File: src/afrt_defines.vh
/*
 * constants for the filter reset and conversion timing block.
 * assumes a 4.096 mhz system clock derived conversion counts; included by afrt_ctrl.v.
 */
`ifndef AFRT_DEFINES_VH
`define AFRT_DEFINES_VH

// ----------------------------------------------------------------
// reset pulse timing
// ----------------------------------------------------------------
`define AFRT_SYNC_DELAY      4'h2
`define AFRT_SHORT_PULSE     4'h2
`define AFRT_MOD_PULSE       8'h20
`define AFRT_MOD_DIV         8'h10

// ----------------------------------------------------------------
// data format
// ----------------------------------------------------------------
`define AFRT_CODE_MAX        24'h7fffff
`define AFRT_CODE_MIN        24'h800000
`define AFRT_RAW_W           26

// ----------------------------------------------------------------
// conversion counts at 2000 sps, defaults only
// ----------------------------------------------------------------
`define AFRT_FIRST_FAST      32'h0000083c
`define AFRT_FIRST_SLOW      32'h00000942
`define AFRT_STEADY          32'h00000800

`endif

File: src/afrt_ctrl.v
/*
 * digital filter reset sequencing, conversion timing and output code clamp.
 * assumes register write strobes and command decode arrive as one-cycle pulses
 * from logic on core_clk_i; the run pin arrives asynchronously.
 */
`timescale 1ns/1ps
`default_nettype none
`include "afrt_defines.vh"

// Contract
// - filter resets on writes, resync, run rise
// - resync: reset three clocks later, two long
// - input select write: three clock pulse
// - bias/mux/gain write: 32 modulator clocks
// - combined reset is AND of active-lows
// - resync/input write: short first conversion
// - other resets: longer first conversion
// - later conversions use steady period
// - results are 24-bit two's complement
// - results saturate at full scale
// - zero and one lsb code exactly
// - ready low with result buffer update
module afrt_ctrl #(
  parameter [31:0] FIRST_FAST = `AFRT_FIRST_FAST,
  parameter [31:0] FIRST_SLOW = `AFRT_FIRST_SLOW,
  parameter [31:0] STEADY     = `AFRT_STEADY,
  parameter [7:0]  MOD_DIV    = `AFRT_MOD_DIV
) (
  input  wire                   core_clk_i,
  input  wire                   rst_i,
  input  wire                   reset_cmd_i,
  input  wire                   wake_command_i,
  input  wire                   resync_cmd_i,
  input  wire                   input_select_reg_wr_i,
  input  wire                   bias_voltage_reg_wr_i,
  input  wire                   mux_ctrl_b_reg_wr_i,
  input  wire                   gain_rate_reg_wr_i,
  input  wire                   conv_run_i,
  input  wire [`AFRT_RAW_W-1:0] raw_result_i,
  output reg                    filter_reset_n_o,
  output reg                    result_ready_n_o,
  output reg  [23:0]            result_o
);

  // ----------------------------------------------------------------
  // run pin synchroniser
  // ----------------------------------------------------------------
  // an edge counts once stages two and three agree, so a glitch shorter
  // than one clock never resets the filter.
  // stages and level start high: a pin that is already high at release is
  // not a fresh rise, and the reset itself already picks the long first
  // count. limitation: a rise that happens during reset is not an edge.
  reg [2:0] run_sync;
  reg       run_level;
  wire      run_agree;
  wire      run_rise;
  assign run_agree = (run_sync[1] == run_sync[2]);
  assign run_rise  = run_agree && run_sync[2] && !run_level;

  always @(posedge core_clk_i or posedge rst_i)
    if (rst_i)
    begin
      run_sync  <= 3'h7;
      run_level <= 1'b1;
    end
    else
    begin
      run_sync <= {run_sync[1:0], conv_run_i};
      if (run_agree)
        run_level <= run_sync[2];
    end

  // ----------------------------------------------------------------
  // individual reset pulses
  // ----------------------------------------------------------------
  reg [3:0] sync_dly;
  reg [3:0] sync_cnt;
  reg [3:0] mux_cnt;
  reg [7:0] mod_pre;
  reg [7:0] mod_cnt;
  wire slow_evt = bias_voltage_reg_wr_i | mux_ctrl_b_reg_wr_i | gain_rate_reg_wr_i
                  | run_rise | reset_cmd_i | wake_command_i;
  wire fast_evt = resync_cmd_i | input_select_reg_wr_i;

  always @(posedge core_clk_i or posedge rst_i)
    if (rst_i)
    begin
      sync_dly <= 4'h0;
      sync_cnt <= 4'h0;
      mux_cnt  <= 4'h0;
      mod_pre  <= 8'h0;
      mod_cnt  <= 8'h0;
    end
    else
    begin
      // resync delay then two-clock pulse
      if (resync_cmd_i)
        sync_dly <= `AFRT_SYNC_DELAY;
      else if (sync_dly != 4'h0)
        sync_dly <= sync_dly - 4'h1;
      if (sync_dly == 4'h1)
        sync_cnt <= `AFRT_SHORT_PULSE;
      else if (sync_cnt != 4'h0)
        sync_cnt <= sync_cnt - 4'h1;
      // rewrite of the same value still resets
      if (input_select_reg_wr_i)
        mux_cnt <= `AFRT_SHORT_PULSE;
      else if (mux_cnt != 4'h0)
        mux_cnt <= mux_cnt - 4'h1;
      // modulator clock pulse counted from a prescaler
      if (slow_evt)
      begin
        mod_cnt <= `AFRT_MOD_PULSE;
        mod_pre <= 8'h0;
      end
      else if (mod_cnt != 8'h0)
      begin
        if (mod_pre == MOD_DIV - 8'h1)
        begin
          mod_pre <= 8'h0;
          mod_cnt <= mod_cnt - 8'h1;
        end
        else
          mod_pre <= mod_pre + 8'h1;
      end
    end

  // ----------------------------------------------------------------
  // combined filter reset
  // ----------------------------------------------------------------
  // one active-low term per pulse counter; all strobes but resync pull reset low at once,
  // so a back-to-back write leaves no one-cycle gap before its count loads
  wire sync_pulse_n = (sync_cnt == 4'h0);
  wire mux_pulse_n  = (mux_cnt == 4'h0) & !input_select_reg_wr_i;
  wire mod_pulse_n  = (mod_cnt == 8'h0) & !slow_evt;
  wire next_filter_reset_n = sync_pulse_n & mux_pulse_n & mod_pulse_n;

  // ----------------------------------------------------------------
  // conversion sequencer
  // ----------------------------------------------------------------
  reg        slow_src;
  reg        first_conv;
  reg [31:0] conv_cnt;
  reg  [31:0] conv_len;
  wire        conv_done;

  // length of the conversion now running
  always @*
  begin
    conv_len = STEADY;
    case ({first_conv, slow_src})
      2'b10:   conv_len = FIRST_FAST;
      2'b11:   conv_len = FIRST_SLOW;
      default: conv_len = STEADY;
    endcase
  end

  assign conv_done = filter_reset_n_o && (conv_cnt == conv_len - 32'h1);

  // ----------------------------------------------------------------
  // output code
  // ----------------------------------------------------------------
  // clamp of the wider filter output
  wire [`AFRT_RAW_W-1:0] raw = raw_result_i;
  wire raw_hi = !raw[`AFRT_RAW_W-1] && (raw[`AFRT_RAW_W-2:23] != 2'h0);
  wire raw_lo = raw[`AFRT_RAW_W-1] && (raw[`AFRT_RAW_W-2:23] != 2'h3);
  wire [23:0] next_result = raw_hi ? `AFRT_CODE_MAX :
                            raw_lo ? `AFRT_CODE_MIN : raw[23:0];

  // ----------------------------------------------------------------
  // registered outputs
  // ----------------------------------------------------------------
  // counting waits for the registered release, so the first result lands
  // exactly the chosen length after filter_reset_n_o goes high
  always @(posedge core_clk_i or posedge rst_i)
    if (rst_i)
    begin
      filter_reset_n_o <= 1'b0;
      slow_src         <= 1'b1;
      first_conv       <= 1'b1;
      conv_cnt         <= 32'h0;
      result_ready_n_o <= 1'b1;
      result_o         <= 24'h0;
    end
    else
    begin
      filter_reset_n_o <= next_filter_reset_n;
      // latest source picks the first conversion length
      if (slow_evt)
        slow_src <= 1'b1;
      else if (fast_evt)
        slow_src <= 1'b0;
      if (!next_filter_reset_n)
      begin
        // restart from zero on release
        conv_cnt         <= 32'h0;
        first_conv       <= 1'b1;
        result_ready_n_o <= 1'b1;
      end
      else if (conv_done)
      begin
        conv_cnt         <= 32'h0;
        first_conv       <= 1'b0;
        result_ready_n_o <= 1'b0;
        result_o         <= next_result;
      end
      else if (filter_reset_n_o)
      begin
        conv_cnt         <= conv_cnt + 32'h1;
        result_ready_n_o <= 1'b1;
      end
    end

endmodule
`default_nettype wire

File: config.mk
export PLATFORM = sky130hd
export DESIGN_NAME = afrt_ctrl
export DESIGN_NICKNAME = d
export VERILOG_FILES = /design/src/afrt_ctrl.v
export VERILOG_INCLUDE_DIRS = /design/src
export SDC_FILE = /design/constraint.sdc
export NUM_CORES = 1
export LEC_CHECK = 0
export ABC_AREA = 1
export BUFFER_PORTS_ARGS = -buffer_cell sky130_fd_sc_hd__buf_2
export CAP_MARGIN = 20
export CORE_ASPECT_RATIO = 0.8
export CORE_UTILIZATION = 50
export DETAILED_ROUTE_END_ITERATION = 10
export PLACE_DENSITY = 0.72
export SLEW_MARGIN = 20
export SYNTH_ARGS = -nofsm -noshare
export SYNTH_HDL_FRONTEND = slang
export SYNTH_SLANG_ARGS = --single-unit
File: constraint.sdc
create_clock -name core_clk_i -period 2.25 [get_ports core_clk_i]
set_input_delay 0 -clock core_clk_i [delete_from_list [all_inputs] [get_ports core_clk_i]]
set_output_delay 0 -clock core_clk_i [all_outputs]
set_load 0.005 [all_outputs]
==> results_dict.tcl <==
set metrics [dict create \
    worst_setup_path_end_kind "flop" \
    clockBufferDepth 2 \
    gp_congestion 0.853 \
    report.final.setup_viol 0 \
    nets 800 \
    postCtsSetupRepairBufs 0 \
    min-delay-start "input_select_reg_wr_i" \
    n_antenna_cell 0 \
    synth_ff_type "dfrtp_1" \
    final_critical_path_setup_slack_ns 0.127 \
    drt-total-wl_um 11700 \
    dp_cells 870 \
    synth.cell_area_mm2 0.00516 \
    worst_setup_slack_before_clock_tree_synthesis_ns 0.0155 \
    coreArea_mm2 0.00985 \
    syn-mean-instance-area_um2 7.65 \
    floorplan.rows 32 \
    gr-total-overflow 0 \
    clk_pin_slew_worst_paths_ns 0.06 \
    global_route_wire_length_before_repair_um 20100 \
    synth-warning-count 0 \
    timing.final.crit_period_ns 2.12 \
    depth_of_the_worst_register_to_register_path 13 \
    synth_top_area_cell "dfrtp_1" \
    first_pass_iters 6 \
    antenna_found_initial 0 \
    cp-start-kind "flop" \
    postRouteAntennaNets 0 \
    path_max_fanout 26 \
    cts_inserted_buffers 9 \
    report.final.hold_viol_count 0 \
    dieHeight_um 92.9 \
    grt_start_max_net_pins 74 \
    slowest_stage_cell_on_the_critical_path "dfstp_2" \
    ctsHtreeMaxLevel 3 \
    placement.cell_area_mm2 0.00567 \
    power_leakage_uw 0.00312 \
    vdd_ir_drop_max_mv 0.421 \
    ys_seq_elements 92 \
    holdWs_ns 0.00701 \
    max_slew.worst_pin.slew_ns 0.515 \
    pin_count 62 \
    ys_top_cells_by_area "dfrtp_1 (41%), nand2_1 (11%), inv_1 (7.4%)" \
    timing.rr.start "slow_src" \
    drc 0 \
    min-delay-path-class "input port to flop" \
    dr.first_iter.drc_count 330 \
    final_cell_area_mm2 0.00614 \
    outcome "finished, final reports clean" \
    cap_viol_max_count 0 \
    path_cells "inv_1 -> nand2_1 -> ha_2 -> nand2_1 -> nand2_1 -> nor2_1 -> nand2_1 -> nor2_2 -> nand3_4 -> clkinv_4 -> nand2_8 -> nand2_1 -> o21ai_0" \
    finish.utilization_pct 62.4 \
    vias 4627 \
    synth-edff-count 0 \
    area_growth_pct 19.1 \
    synth-seq-area-share_pct 44.8 \
    crit_arrival_ns 2.35 \
    clock_insertion_delay_worst_skew_ns 0.34 \
    fp.dieW_um 116 \
    fillers 861 \
    data_required_time_at_the_worst_endpoint_ns 2.47 \
    fmax_mhz 471 \
    crit_family "simple AND/OR/NAND/NOR gates" \
    tritoncts "done" \
    hpwlAfterDp_um 8420 \
    synth.top_cell.area_share_pct 41.2 \
    port-buffer-count 61 \
    synth-async-reset-ratio_pct 100 \
    min_delay_worst_endpoint "mux_cnt[2]" \
    reg_to_reg_setup_timing_slack_ns 0.13 \
    syn-num-nets 721 \
    grt_usage_pct 24.0 \
    worst_path_largest_cell_delay_ns 0.53 \
    final_cells 894 \
    capture_instance_of_the_worst_register_to_register_path "result_o[23]" \
    grt_pass1_vias 4368 \
    critical_path.n_buffers_inverters 2 \
    cpMostUsedCell "nand2_1" \
    drt_via_density 5.18 \
    synth_cells 674 \
    power.density_mw_per_mm2 686 \
    wl_per_cell_um 13.1 \
    min_period_over_period_pct 94.4 \
    synthDistinctLibCells 41 \
    fin_skew_ns 0.00774 \
    layout-drive-gt1-share_pct 18.9 \
    full_die_area_mm2 0.0107 \
    initial_core_util_pct 52.4 \
    timing.final.max_slew_violations 0 \
    worst_hold_path.num_cells 4 \
    max_slew_margin_pct 65.4 \
    clock-sinks 92 \
    clock_tree.root_cell "clkbuf_16" \
    setup_cp_type "flop to flop" \
]
area by class of cell:
class	count	area, um^2	share of cell area [%]
clock buffer	10	239	3.89
clock inverter	6	111	1.81
inverter	107	415	6.76
multi-input combinational	460	2390	38.9
sequential	92	2310	37.6
tap	136	170	2.77
timing repair buffer	83	507	8.25
synthesized netlist by cell type, types with 3 or more instances:
| cell | count |
|---|---|
| ha_1 | 11 |
| nor3_2 | 3 |
| o21ai_1 | 5 |
| nor2_1 | 83 |
| dfrtp_1 | 85 |
| buf_2 | 6 |
| nand4_1 | 16 |
| o21ai_2 | 3 |
| inv_1 | 102 |
| dfstp_2 | 7 |
| o21ai_0 | 17 |
| nand2_4 | 3 |
| nand2_2 | 5 |
| nor3_1 | 14 |
| xor2_1 | 9 |
| clkbuf_1 | 6 |
| a21oi_1 | 43 |
| o31ai_1 | 3 |
| nor2_2 | 10 |
| xnor2_1 | 4 |
| nand2_1 | 149 |
| inv_2 | 3 |
| nand3_1 | 57 |
| nor2_4 | 3 |
cell families after synthesis:
logic type                 after synthesis  synth area share, %
and+or+nand+nor                        355                 32.2
xor gates and xnor gates                13                 2.21
DFF                                     92                 44.8
AOI/OAI and AO/OA                       80                 8.54
buffers and inverters                  122                 9.43
adders and majority gates               11                 2.67
muxes                                    1                0.194
per-layer routing:
layer / wire length (um) / track usage, % / up-vias
met5: 0 / 0 / -
met4: 127 / 5.09 / 0
met3: 780 / 6.35 / 13
met2: 5340 / 37.4 / 166
met1: 5450 / 33.5 / 2147
li1: - / - / 2301
flip-flops by register name (all words and copies together) (netlist names):
name,count
filter_reset_n_o,1
result_ready_n_o,1
slow_src,1
result_o,24
run_level,1
first_conv,1
run_sync,3
sync_dly,4
mux_cnt,4
conv_cnt,32
mod_pre,8
mod_cnt,8
sync_cnt,4
power breakdown:
group / leakage [uW] / switching [uW] / internal, uW
combinational: 0.00171 / 371 / 248
clock: 0.000169 / 638 / 1120
sequential: 0.00124 / 70.2 / 1770
cell usage in the layout, fill, tap and decap left out, types with 5 or more instances in the layout:
cell type	count
a21oi_1	43
buf_2	61
buf_4	12
clkbuf_16	9
dfrtp_1	85
dfstp_2	7
dlygate4sd3_1	8
ha_1	10
inv_1	101
nand2_1	149
nand2_2	5
nand3_1	57
nand4_1	16
nor2_1	81
nor2_2	11
nor3_1	14
o21ai_0	16
o21ai_1	6
xor2_1	9
worst max-delay path by stage:
stage                    start            to  slack, ns  cells after the start
finish                slow_src  result_o[23]       0.13                     13
global route          slow_src  conv_cnt[20]      -0.02                     13
CTS                   slow_src  result_o[23]       0.03                     14
detailed placement    slow_src  conv_cnt[30]       0.02                     14
global placement      slow_src  conv_cnt[24]       0.05                     14
floorplan           first_conv   result_o[0]       0.27                     13
through the flow:
stage | setup TNS [ns] | total power, uW
final | 0 | 4210
after global routing | -0.0338 | 4420
after CTS | 0 | 4250
after detailed placement | 0 | 2470
after global placement | 0 | 2420
after floorplan | 0 | 2320
worst register-to-register path: cells and delay by family, from the launching register on:
family / cells / cell delay (ns)
AND/OR/NAND/NOR: 9 / 0.90
flip-flops: 1 / 0.53
adder cells (fa/ha/maj): 1 / 0.30
buffers and inverters: 2 / 0.19
AO/OA/AOI/OAI: 1 / 0.07
repair_timing:
action / CTS / global route
hold buffers: 8 / 0
endpoints found under the setup margin: 3 / 50
endpoints found under the hold margin: 28 / 0
resized for setup: 1 / 10
pin swaps: 0 / 1
(Power assumes the default switching activity.)
